### src/ppm_pkg.sv
// shared constants for the port pin function multiplexer
package ppm_pkg;
    localparam int PORT_W = 8;
    // pin positions
    localparam int PA_AN0 = 0;
    localparam int PA_SYNC = 1;
    localparam int PA_T0 = 2;
    localparam int PA_OD4 = 4;
    localparam int PA_IN5 = 5;
    localparam int PA_PGD = 6;
    localparam int PA_SCL = 7;
    localparam int PB_SDA = 0;
    localparam int PB_EA = 1;
    localparam int PB_PGD = 4;
    localparam int PB_ALT = 5;
    // analog channel to pin maps
    localparam logic [7:0] PA_AN_MASK = 8'h0F;
    localparam logic [7:0] PB_AN_MASK = 8'h36;
    // pin masks: weak pull-up / open-drain drivers, large-package, input-only and absent pins
    localparam logic [7:0] PA_PU_MASK = 8'h2F;
    localparam logic [7:0] PB_PU_MASK = 8'hF6;
    localparam logic [7:0] PA_OD_MASK = 8'h90;
    localparam logic [7:0] PB_OD_MASK = 8'h01;
    localparam logic [7:0] PB_BIG_MASK = 8'hF0;
    localparam logic [7:0] PA_NODRV_MASK = 8'h20;
    localparam logic [7:0] PB_ABSENT_MASK = 8'h08;
    // multi-role field
    localparam int ROLE_W = 3;
    localparam logic [2:0] ROLE_STANDALONE = 3'h0;
    localparam logic [2:0] ROLE_DIR_BIT = 3'h0;
    // reset values
    localparam logic [7:0] DIR_RST = 8'hFF;
    localparam logic [7:0] ZERO8 = 8'h00;
endpackage

### src/ppm_ioc.sv
// interrupt-on-change detector for one port
`timescale 1ns/1ps
module ppm_ioc
    import ppm_pkg::*;
#(
    parameter int W = PORT_W
) (
    // clock and reset
    input wire logic clk,
    input wire logic rst_n,
    // pin levels and masks
    input wire logic [W-1:0] level,
    input wire logic [W-1:0] enable,
    input wire logic [W-1:0] clear,
    // sticky change flags
    output logic [W-1:0] flag
);
    logic [W-1:0] last_r;
    logic [W-1:0] flag_r;
    logic [W-1:0] flag_nxt;
    logic [1:0] prime_r;
    logic armed;
    // the first two samples after reset hold no real history, so a pin idling high
    // would look like an edge; compares wait until both samples are real
    // limitation: a change inside those first cycles is not flagged
    assign armed = prime_r[1];
    // a change seen in the clearing cycle survives: set wins over clear
    assign flag_nxt = (flag_r & ~clear) | (enable & (level ^ last_r) & {W{armed}});
    assign flag = flag_r;

    always_ff @(posedge clk or negedge rst_n) begin
        if (!rst_n) begin
            last_r <= '0;
            flag_r <= '0;
            prime_r <= 2'h0;
        end else begin
            last_r <= level;
            flag_r <= flag_nxt;
            prime_r <= {prime_r[0], 1'b1};
        end
    end
endmodule

### src/ppm_divsync.sv
// registered pad output stage for one port
`timescale 1ns/1ps
module ppm_divsync
    import ppm_pkg::*;
#(
    parameter int W = PORT_W
) (
    // clock and reset
    input wire logic clk,
    input wire logic rst_n,
    // next pad state
    input wire logic [W-1:0] out_nxt,
    input wire logic [W-1:0] oe_n_nxt,
    // registered pad state
    output logic [W-1:0] out_q,
    output logic [W-1:0] oe_n_q
);
    // pads start released so nothing is driven before software sets up
    always_ff @(posedge clk or negedge rst_n) begin
        if (!rst_n) begin
            out_q <= '0;
            oe_n_q <= '1;
        end else begin
            out_q <= out_nxt;
            oe_n_q <= oe_n_nxt;
        end
    end
endmodule

### src/ppm_top.sv
// port A / port B pin function multiplexer, top level
`timescale 1ns/1ps
module ppm_top
    import ppm_pkg::*;
#(
    parameter bit LARGE_PKG = 1'b1
) (
    // clock and reset
    input wire logic CLK,
    input wire logic RST_N,
    // port A pads
    input wire logic [7:0] PORT_A_IN,
    output logic [7:0] PORT_A_OUT,
    output logic [7:0] PORT_A_OE_N,
    output logic [7:0] PORT_A_PULLUP,
    // port B pads
    input wire logic [7:0] PORT_B_IN,
    output logic [7:0] PORT_B_OUT,
    output logic [7:0] PORT_B_OE_N,
    output logic [7:0] PORT_B_PULLUP,
    // port configuration (1 = input)
    input wire logic [7:0] PORT_A_DIRECTION,
    input wire logic [7:0] PORT_B_DIRECTION,
    input wire logic [7:0] PORT_A_DATA,
    input wire logic [7:0] PORT_B_DATA,
    input wire logic [7:0] PORT_A_ANALOG_SELECT,
    input wire logic [7:0] PORT_B_ANALOG_SELECT,
    input wire logic [7:0] PORT_A_PULLUP_EN,
    input wire logic [7:0] PORT_B_PULLUP_EN,
    input wire logic [7:0] PORT_A_IOC_EN,
    input wire logic [7:0] PORT_B_IOC_EN,
    input wire logic [7:0] PORT_A_IOC_CLR,
    input wire logic [7:0] PORT_B_IOC_CLR,
    // alternate function controls
    input wire logic ANALOG_BENCHMARK_ENABLE,
    input wire logic [2:0] MULTI_ROLE_SELECT,
    input wire logic SYNC_IS_OUTPUT,
    input wire logic USE_ALTERNATE_SYNC_CLOCK_PIN,
    input wire logic TIMER0_SOURCE_SELECT,
    input wire logic EXTERNAL_INTERRUPT_ENABLE,
    input wire logic I2C_ENABLE,
    input wire logic PROGRAM_MODE,
    // peripheral side signals
    input wire logic SYNC_CLOCK_OUT,
    input wire logic ERROR_AMP_IS_OUTPUT,
    input wire logic I2C_SCL_DRIVE_LOW,
    input wire logic I2C_SDA_DRIVE_LOW,
    input wire logic PROGRAM_DATA_OUT,
    input wire logic PROGRAM_DATA_OE,
    output logic SYNC_CLOCK_IN,
    output logic TIMER0_EXTERNAL_CLOCK,
    output logic EXTERNAL_INTERRUPT,
    output logic I2C_SCL_IN,
    output logic I2C_SDA_IN,
    output logic PROGRAM_DATA_IN,
    output logic PROGRAM_CLOCK_IN,
    // analog switch controls
    output logic [7:0] ADC_CHANNEL_CONNECT,
    output logic ANALOG_TEST_OUT_EN,
    output logic ERROR_AMP_PIN_CONNECT,
    output logic ERROR_AMP_DRIVE_EN,
    // change flags
    output logic [7:0] PORT_A_IOC_FLAG,
    output logic [7:0] PORT_B_IOC_FLAG
);
    logic [7:0] present_b;
    logic multi_on;
    logic sync_on_b;
    logic [7:0] an_a;
    logic [7:0] an_b;
    logic [7:0] a_out_nxt;
    logic [7:0] a_oe_n_nxt;
    logic [7:0] b_out_nxt;
    logic [7:0] b_oe_n_nxt;
    logic [7:0] a_gp_oe_n;
    logic [7:0] b_gp_oe_n;
    logic [7:0] ain_q;
    logic [7:0] bin_q;
    logic [7:0] a_alt_ana;
    logic [7:0] b_alt_ana;
    logic pgm_dat_a;
    logic pgm_dat_b;
    logic dat_drv;
    logic [7:0] cfg_oe_a;

    // bonded pins: large package adds port B 4-7; bit 3 never exists
    assign present_b = (LARGE_PKG ? 8'hFF : ~PB_BIG_MASK) & ~PB_ABSENT_MASK;
    assign multi_on = (MULTI_ROLE_SELECT != ROLE_STANDALONE);
    assign sync_on_b = multi_on & USE_ALTERNATE_SYNC_CLOCK_PIN & LARGE_PKG;

    // analog connection needs both the input direction and the analog select bit
    assign an_a = PORT_A_DIRECTION & PORT_A_ANALOG_SELECT & PA_AN_MASK;
    assign an_b = PORT_B_DIRECTION & PORT_B_ANALOG_SELECT & PB_AN_MASK & present_b;
    assign ADC_CHANNEL_CONNECT = {an_b[5], an_b[4], an_b[2], an_b[1], an_a[3:0]};
    assign ANALOG_TEST_OUT_EN = ANALOG_BENCHMARK_ENABLE;
    assign ERROR_AMP_PIN_CONNECT = multi_on;
    assign ERROR_AMP_DRIVE_EN = multi_on & ERROR_AMP_IS_OUTPUT;

    // analog-owned pins keep port data drivers off; the sync clock and programming data overrides below can still drive them
    assign a_alt_ana = an_a | ({7'h00, ANALOG_BENCHMARK_ENABLE} << PA_AN0)
        | ({7'h00, multi_on & ~USE_ALTERNATE_SYNC_CLOCK_PIN & ~SYNC_IS_OUTPUT} << PA_SYNC);
    assign b_alt_ana = an_b | ({7'h00, multi_on} << PB_EA)
        | ({7'h00, sync_on_b & ~SYNC_IS_OUTPUT} << PB_ALT);

    // programming lines move with the package size
    assign pgm_dat_a = PROGRAM_MODE & ~LARGE_PKG;
    assign pgm_dat_b = PROGRAM_MODE & LARGE_PKG;
    assign dat_drv = PROGRAM_DATA_OE;

    // general purpose drive: direction bit low means drive
    assign a_gp_oe_n = PORT_A_DIRECTION | PA_NODRV_MASK;
    assign b_gp_oe_n = PORT_B_DIRECTION | ~present_b;
    assign cfg_oe_a = a_gp_oe_n | a_alt_ana;

    // port A pad selection, alternate functions override port data
    always_comb begin
        a_out_nxt = PORT_A_DATA;
        a_oe_n_nxt = cfg_oe_a;
        // open drain pins only ever pull low
        a_out_nxt = a_out_nxt & ~PA_OD_MASK;
        a_oe_n_nxt = a_oe_n_nxt | (PA_OD_MASK & PORT_A_DATA);
        if (multi_on && !USE_ALTERNATE_SYNC_CLOCK_PIN && SYNC_IS_OUTPUT) begin
            a_out_nxt[PA_SYNC] = SYNC_CLOCK_OUT;
            a_oe_n_nxt[PA_SYNC] = 1'b0;
        end
        if (TIMER0_SOURCE_SELECT || EXTERNAL_INTERRUPT_ENABLE) begin
            a_oe_n_nxt[PA_T0] = 1'b1;
        end
        if (I2C_ENABLE) begin
            a_out_nxt[PA_SCL] = 1'b0;
            a_oe_n_nxt[PA_SCL] = ~I2C_SCL_DRIVE_LOW;
        end
        if (pgm_dat_a) begin
            a_out_nxt[PA_PGD] = PROGRAM_DATA_OUT;
            a_oe_n_nxt[PA_PGD] = ~dat_drv;
            a_oe_n_nxt[PA_SCL] = 1'b1; // programming clock is input only
        end
    end

    // port B pad selection
    always_comb begin
        b_out_nxt = PORT_B_DATA & present_b;
        b_oe_n_nxt = b_gp_oe_n | b_alt_ana;
        b_out_nxt = b_out_nxt & ~PB_OD_MASK;
        b_oe_n_nxt = b_oe_n_nxt | (PB_OD_MASK & PORT_B_DATA);
        if (sync_on_b && SYNC_IS_OUTPUT) begin
            b_out_nxt[PB_ALT] = SYNC_CLOCK_OUT;
            b_oe_n_nxt[PB_ALT] = 1'b0;
        end
        if (I2C_ENABLE) begin
            b_out_nxt[PB_SDA] = 1'b0;
            b_oe_n_nxt[PB_SDA] = ~I2C_SDA_DRIVE_LOW;
        end
        if (pgm_dat_b) begin
            b_out_nxt[PB_PGD] = PROGRAM_DATA_OUT;
            b_oe_n_nxt[PB_PGD] = ~dat_drv;
            b_oe_n_nxt[PB_ALT] = 1'b1; // programming clock is input only
        end
    end

    // registered pad drivers
    ppm_divsync #(.W(PORT_W)) u_pad_a (
        .clk(CLK),
        .rst_n(RST_N),
        .out_nxt(a_out_nxt),
        .oe_n_nxt(a_oe_n_nxt),
        .out_q(PORT_A_OUT),
        .oe_n_q(PORT_A_OE_N)
    );
    ppm_divsync #(.W(PORT_W)) u_pad_b (
        .clk(CLK),
        .rst_n(RST_N),
        .out_nxt(b_out_nxt),
        .oe_n_nxt(b_oe_n_nxt),
        .out_q(PORT_B_OUT),
        .oe_n_q(PORT_B_OE_N)
    );

    // weak pull-ups only where the pad has one, and never while driving
    always_ff @(posedge CLK or negedge RST_N) begin
        if (!RST_N) begin
            PORT_A_PULLUP <= ZERO8;
            PORT_B_PULLUP <= ZERO8;
        end else begin
            PORT_A_PULLUP <= PORT_A_PULLUP_EN & PA_PU_MASK & a_oe_n_nxt;
            PORT_B_PULLUP <= PORT_B_PULLUP_EN & PB_PU_MASK & present_b & b_oe_n_nxt;
        end
    end

    // input sampling; absent pins read zero
    always_ff @(posedge CLK or negedge RST_N) begin
        if (!RST_N) begin
            ain_q <= ZERO8;
            bin_q <= ZERO8;
        end else begin
            ain_q <= PORT_A_IN;
            bin_q <= PORT_B_IN & present_b;
        end
    end

    // peripheral inputs gated by their enables
    always_ff @(posedge CLK or negedge RST_N) begin
        if (!RST_N) begin
            SYNC_CLOCK_IN <= 1'b0;
            TIMER0_EXTERNAL_CLOCK <= 1'b0;
            EXTERNAL_INTERRUPT <= 1'b0;
            I2C_SCL_IN <= 1'b1;
            I2C_SDA_IN <= 1'b1;
            PROGRAM_DATA_IN <= 1'b0;
            PROGRAM_CLOCK_IN <= 1'b0;
        end else begin
            SYNC_CLOCK_IN <= multi_on & (sync_on_b ? PORT_B_IN[PB_ALT] : PORT_A_IN[PA_SYNC]);
            TIMER0_EXTERNAL_CLOCK <= TIMER0_SOURCE_SELECT & PORT_A_IN[PA_T0];
            EXTERNAL_INTERRUPT <= EXTERNAL_INTERRUPT_ENABLE & PORT_A_IN[PA_T0];
            I2C_SCL_IN <= ~I2C_ENABLE | PORT_A_IN[PA_SCL];
            I2C_SDA_IN <= ~I2C_ENABLE | PORT_B_IN[PB_SDA];
            PROGRAM_DATA_IN <= LARGE_PKG ? (pgm_dat_b & PORT_B_IN[PB_PGD])
                : (pgm_dat_a & PORT_A_IN[PA_PGD]);
            PROGRAM_CLOCK_IN <= LARGE_PKG ? (pgm_dat_b & PORT_B_IN[PB_ALT])
                : (pgm_dat_a & PORT_A_IN[PA_SCL]);
        end
    end

    // change detection keeps watching pins even under alternate functions
    ppm_ioc #(.W(PORT_W)) u_ioc_a (
        .clk(CLK),
        .rst_n(RST_N),
        .level(ain_q),
        .enable(PORT_A_IOC_EN),
        .clear(PORT_A_IOC_CLR),
        .flag(PORT_A_IOC_FLAG)
    );
    ppm_ioc #(.W(PORT_W)) u_ioc_b (
        .clk(CLK),
        .rst_n(RST_N),
        .level(bin_q),
        .enable(PORT_B_IOC_EN & present_b),
        .clear(PORT_B_IOC_CLR),
        .flag(PORT_B_IOC_FLAG)
    );
endmodule

### config.mk
export PLATFORM = sky130hd
export DESIGN_NAME = ppm_top
export DESIGN_NICKNAME = d
export VERILOG_FILES = /design/src/ppm_pkg.sv /design/src/ppm_ioc.sv /design/src/ppm_divsync.sv /design/src/ppm_top.sv
export SDC_FILE = /design/constraint.sdc
export NUM_CORES = 1
export LEC_CHECK = 0
export ABC_AREA = 1
export ABC_CLOCK_PERIOD_IN_PS = 2300
export BUFFER_PORTS_ARGS = -buffer_cell sky130_fd_sc_hd__buf_2
export CORE_MARGIN = 4
export CORE_UTILIZATION = 44
export CTS_CLUSTER_SIZE = 25
export DETAILED_ROUTE_END_ITERATION = 6
export PLACE_DENSITY = 0.94
export SYNTH_ARGS = -nofsm -noshare
export SYNTH_HDL_FRONTEND = slang
export SYNTH_SLANG_ARGS = --single-unit
### constraint.sdc
create_clock -name CLK -period 2.3 [get_ports CLK]
set_input_delay 0.345 -clock CLK [delete_from_list [all_inputs] [get_ports CLK]]
set_output_delay 0.345 -clock CLK [all_outputs]
set_load 0.03 [all_outputs]
# Word-level counts from Yosys, hierarchy flattened
# Cells that the tools add are included.
[totals]
regBits = 101
input_bits = 130
out_inout_bits = 82
[op_classes]
n_mux = 10
bitwise = 42
reduce_logical = 6
[op_table]
columns = ["operator", "n"]
rows = [
  ["AND 8 bit", 7],
  ["OR 8 bit", 3],
  ["NOT 8 bit", 2],
  ["bitwise XOR 8 bit", 2],
  ["AND 1 bit", 10],
  ["2-to-1 mux 1 bit", 9],
  ["AND 6 x 8 -> 8 bit", 1],
  ["OR 8 x 1 -> 8 bit", 1],
  ["OR 8 x 4 -> 8 bit", 1],
  ["OR 8 x 6 -> 8 bit", 1],
  ["AND 6 bit", 1],
  ["NOT 1 bit", 6],
  ["OR 6 x 2 -> 6 bit", 1],
  ["OR 6 bit", 1],
  ["AND 4 bit", 1],
  ["OR 4 x 1 -> 4 bit", 1],
  ["OR 4 x 2 -> 4 bit", 1],
  ["logical AND 1 bit", 3],
  ["nonzero test 3 bit", 1],
  ["2-to-1 mux 2 bit", 1],
  ["OR 1 bit", 2],
  ["zero test 1 bit", 1],
  ["logical OR 1 bit", 1],
]

# Longest topological paths before layout
[logic_depth]
ltp_word = 9
ltp_mapped = 6

# Hierarchy
# From an unflattened synthesis, not the netlist that was laid out.
[unflattened]
cells_unflattened = 358
area_unflattened_um2 = 3621.0
[modules_own_cells]
columns = ["module", "n_inst", "cells_each", "area_per_inst_um2", "seq_area_each_um2"]
rows = [
  ["ppm_ioc", 2, 100, 772.0, 450.4],
  ["ppm_top", 1, 126, 1256.2, 828.3],
  ["ppm_divsync", 2, 16, 410.4, 410.4],
]

# Worst setup path after synthesis
# OpenSTA, ideal clock, no wires.
[synth_timing]
kind = "input to output"
start = "input port MULTI_ROLE_SELECT[0]"
end = "output port ERROR_AMP_DRIVE_EN"
t_arrival_ps = 1103
path_slack_ps = 852
cell_stages = 2
n_path_buf = 0
path_cell_list = "inv_1 -> a21boi_0"
[synth_between]
elab_chain_cells = 2
[synth_rtl]
columns = ["element", "line_no", "source"]
rows = [
  ["from (decl)", "ppm_top.sv:36", "input wire logic [2:0] MULTI_ROLE_SELECT,"],
  ["nonzero test 3 bit", "ppm_top.sv:88", "assign multi_on = (MULTI_ROLE_SELECT != ROLE_STANDALONE);"],
  ["AND 1 bit", "ppm_top.sv:97", "assign ERROR_AMP_DRIVE_EN = multi_on & ERROR_AMP_IS_OUTPUT;"],
  ["to (decl)", "ppm_top.sv:61", "output logic ERROR_AMP_DRIVE_EN,"],
]
# Every way passes these cells.

# Worst setup path after layout
[layout_timing]
start = "register u_pad_a.oe_n_q[7]"
end = "output port PORT_A_OE_N[7]"
[layout_rtl]
columns = ["element", "line_no", "source"]
rows = [
  ["from (decl)", "ppm_divsync.sv:16", "output logic [W-1:0] oe_n_q"],
  ["from (signal assigned)", "ppm_divsync.sv:25", "oe_n_q <= oe_n_nxt;"],
  ["to (decl)", "ppm_top.sv:14", "output logic [7:0] PORT_A_OE_N,"],
]
# No word-level cell between the ends.

==> impl_metrics.py <==
metrics = {
    "timing": {
        "final.min_clock_period_ps": 1400,
        "worst_pin_slew_ps": 671,
        "hold_violations": 4,
        "fin_setup_tns_ps": 0,
        "rsz0062_at_grt": "false",
        "min_period_over_period_pct": 61.0,
        "max-slew-margin-rel_pct": 55.3,
        "finalMaxSlewViolations": 0,
        "fmaxAchievable_mhz": 712,
        "whs_ps": -5.42,
        "fin_ws_ps": 896,
        "finalSetupViolCount": 0,
        "finClkSkew_ps": 10.9,
    },
    "worst_setup_path": {
        "path_depth": 1,
        "r2r_slack_ps": 1130,
        "cp.required_ps": 1960,
        "critPathKind": "reg -> out",
        "r2r.worst_path.cells": 2,
        "crit_slowest_cell": "dfstp_2",
        "crit_start": "u_pad_a.oe_n_q[7]$_DFF_PN1_",
        "crit_family": "flip-flops",
        "cp-start-kind": "flop",
        "crit_arrival_ps": 1060,
        "r2r_start": "u_ioc_a.prime_r[1]$_DFF_PN0_",
        "path_cells": "buf_2",
        "cp_max_fo": 1,
        "end_kind": "output port",
        "cp-endpoint": "PORT_A_OE_N[7]",
        "slowest_delay_ps": 540,
        "r2r-end": "u_ioc_b.flag[0]$_DFF_PN0_",
        "timing.critical_path.buf_inv": 1,
    },
    "final_layout": {
        "antenna-diode-count": 0,
        "fin_util_pct": 63.1,
        "fillers": 537,
        "drive_above_1_share_pct": 50.2,
        "area_growth_pct": 37.7,
        "nNetsFinal": 573,
    },
    "clocking": {
        "post_cts.resized_instances": 0,
        "h-tree-depth": 3,
        "cts_tree": "built",
        "hold_buffers": 0,
        "clk_latency_ps": 340,
        "cts_buffers": 9,
        "cts_setup_buffers": 0,
        "root_buffer": "clkbuf_8",
        "cts.path.max_buffers": 2,
        "clock_sinks": 92,
        "clk_pin_slew_worst_paths_ps": 90,
    },
    "drt": {
        "post_drt_via_cell_ratio": 4.28,
        "wire_per_inst_um": 13.7,
        "wl_mm": 7.48,
        "drt_iter0_markers": 78,
        "drtPass1Iterations": 4,
        "ant_nets": 0,
        "drc": 0,
        "dr_total_vias": 2331,
    },
    "grt": {
        "antenna_found_initial": 0,
        "grt_max_degree": 49,
        "grt_usage_pct": 18.0,
        "overflow": 0,
        "grt_pass1_vias": 2579,
        "grt_pass1_wl_mm": 11.9,
    },
    "run_status": {
        "run_status": "finished with violations",
        "violations": "negative hold slack",
    },
    "power": {
        "peakVddDrop_mv": 0.377,
        "power_uw": 3350,
        "power_density_mw_per_mm2": 773,
        "p_leak_uw": 0.00243,
    },
    "logic_synthesis": {
        "ys_ff_latch": 92,
        "syn-cell-area_mm2": 0.00315,
        "syn_avg_cell_area_um2": 12.4,
        "yosysWarnings": 0,
        "yosysUniqueCellTypes": 25,
        "ys_seq_area_share_pct": 73.8,
        "syn_inst": 254,
    },
    "die": {
        "dieArea_mm2": 0.00857,
        "die_y_um": 92.6,
        "core_mm2": 0.00687,
        "die_w_um": 92.6,
        "start_util_pct": 45.8,
        "row_count": 30,
        "io_pins": 212,
    },
    "run": {
        "cap_violations": 0,
    },
    "place": {
        "io_buffers": 182,
        "dp_slack_ps": 1070,
        "gp_congestion": 0.836,
        "dp_hpwl_mm": 5.91,
    },
    "min_path": {
        "hp-class": "in -> async",
    },
}
[through the flow]
step | hold slack (ps) | cells | cell area (µm²)
6_report | -5.42 | 544 | 4330
2_1_floorplan | 49.4 | 264 | 3180
3_5_place_dp | 340 | 528 | 4130
5_1_grt | 31.4 | 544 | 4330
3_3_place_gp | 331 | 528 | 4130
4_1_cts | 14.6 | 544 | 4330
[state kept, by name (all words and copies together) (netlist names)]
name / flops
ain_q: 8
u_ioc_a.flag: 8
u_ioc_a.last_r: 8
u_ioc_b.flag: 8
bin_q: 7
u_ioc_b.last_r: 7
u_pad_a.oe_n_q: 7
u_pad_b.oe_n_q: 7
PORT_B_PULLUP: 6
u_pad_a.out_q: 6
u_pad_b.out_q: 6
PORT_A_PULLUP: 5
u_ioc_a.prime_r: 2
EXTERNAL_INTERRUPT: 1
I2C_SCL_IN: 1
I2C_SDA_IN: 1
PROGRAM_CLOCK_IN: 1
PROGRAM_DATA_IN: 1
SYNC_CLOCK_IN: 1
TIMER0_EXTERNAL_CLOCK: 1
[layout make-up]
class | count | area, µm² | share of cell area (%)
clock inverter | 7 | 73.8 | 1.70
multi-input combinational | 114 | 597 | 13.8
tap | 96 | 120 | 2.77
inverter | 43 | 161 | 3.73
sequential | 92 | 2320 | 53.6
timing repair buffer | 183 | 933 | 21.5
clock buffer | 9 | 124 | 2.86
[cell families (layout without fill, tap and decap cells)]
kind of cell	count (synthesis)	in the layout	synth area share [%]
AO/OA/AOI/OAI	25	25	4.49
buffers and inverters	58	242	8.39
flip-flops	92	92	73.8
other	2	12	0.239
AND/OR/NAND/NOR	62	62	8.87
XOR/XNOR	15	15	4.18
[Yosys cell counts (all sizes together)]
library cell / count / area (µm²)
dfstp: 16 / 420
dfrtp: 76 / 1900
conb: 2 / 7.51
o21ai: 16 / 80.1
o22ai: 6 / 37.5
o21a: 1 / 7.51
xor2: 9 / 78.8
a21boi: 1 / 7.51
or3: 1 / 6.26
a21oi: 1 / 8.76
or2: 5 / 33.8
and2: 2 / 12.5
xnor2: 6 / 52.6
nor2: 3 / 13.8
nand3: 13 / 65.1
clkbuf: 2 / 7.51
nand2: 38 / 148
buf: 13 / 95.1
inv: 43 / 161
[worst min path at each step]
stage | cells past startpoint | slack (ps) | to
final | 1 | -5 | u_ioc_b.flag[2]$_DFF_PN0_
after global routing | 1 | 30 | u_ioc_b.flag[2]$_DFF_PN0_
after floorplan | 0 | 50 | EXTERNAL_INTERRUPT$_DFF_PN0_
after global placement | 0 | 330 | u_ioc_a.prime_r[1]$_DFF_PN0_
after CTS | 1 | 10 | u_ioc_b.flag[2]$_DFF_PN0_
after detailed placement | 0 | 340 | u_ioc_a.prime_r[1]$_DFF_PN0_
[routing by layer]
metal | track usage, % | routed length [µm] | vias to the layer above
li1 | - | - | 1122
met1 | 20.0 | 2650 | 1072
met2 | 32.1 | 3960 | 125
met3 | 5.61 | 754 | 12
met4 | 7.18 | 114 | 0
met5 | 0 | 0 | -
[power by group]
group | internal, µW | switching (µW) | total, µW
registers | 1730 | 44.8 | 1770
logic | 173 | 341 | 514
clock network | 508 | 556 | 1060
[placed cells by master (no fill, tap or decap), types with 2 or more instances in the layout]
cell type | synthesis | final
and2_1 | 2 | 2
buf_2 | 1 | 181
clkbuf_8 | 0 | 9
clkinv_2 | 0 | 2
conb_1 | 2 | 12
dfrtp_1 | 76 | 76
dfstp_2 | 16 | 16
inv_1 | 42 | 42
inv_6 | 0 | 2
nand2_1 | 36 | 36
nand2_2 | 2 | 2
nand3_1 | 13 | 13
nor2_1 | 2 | 2
o21ai_0 | 15 | 15
o22ai_1 | 6 | 6
or2_2 | 4 | 4
xnor2_1 | 6 | 6
xor2_1 | 9 | 9
No activity file was read; power rests on OpenSTA's default activity.
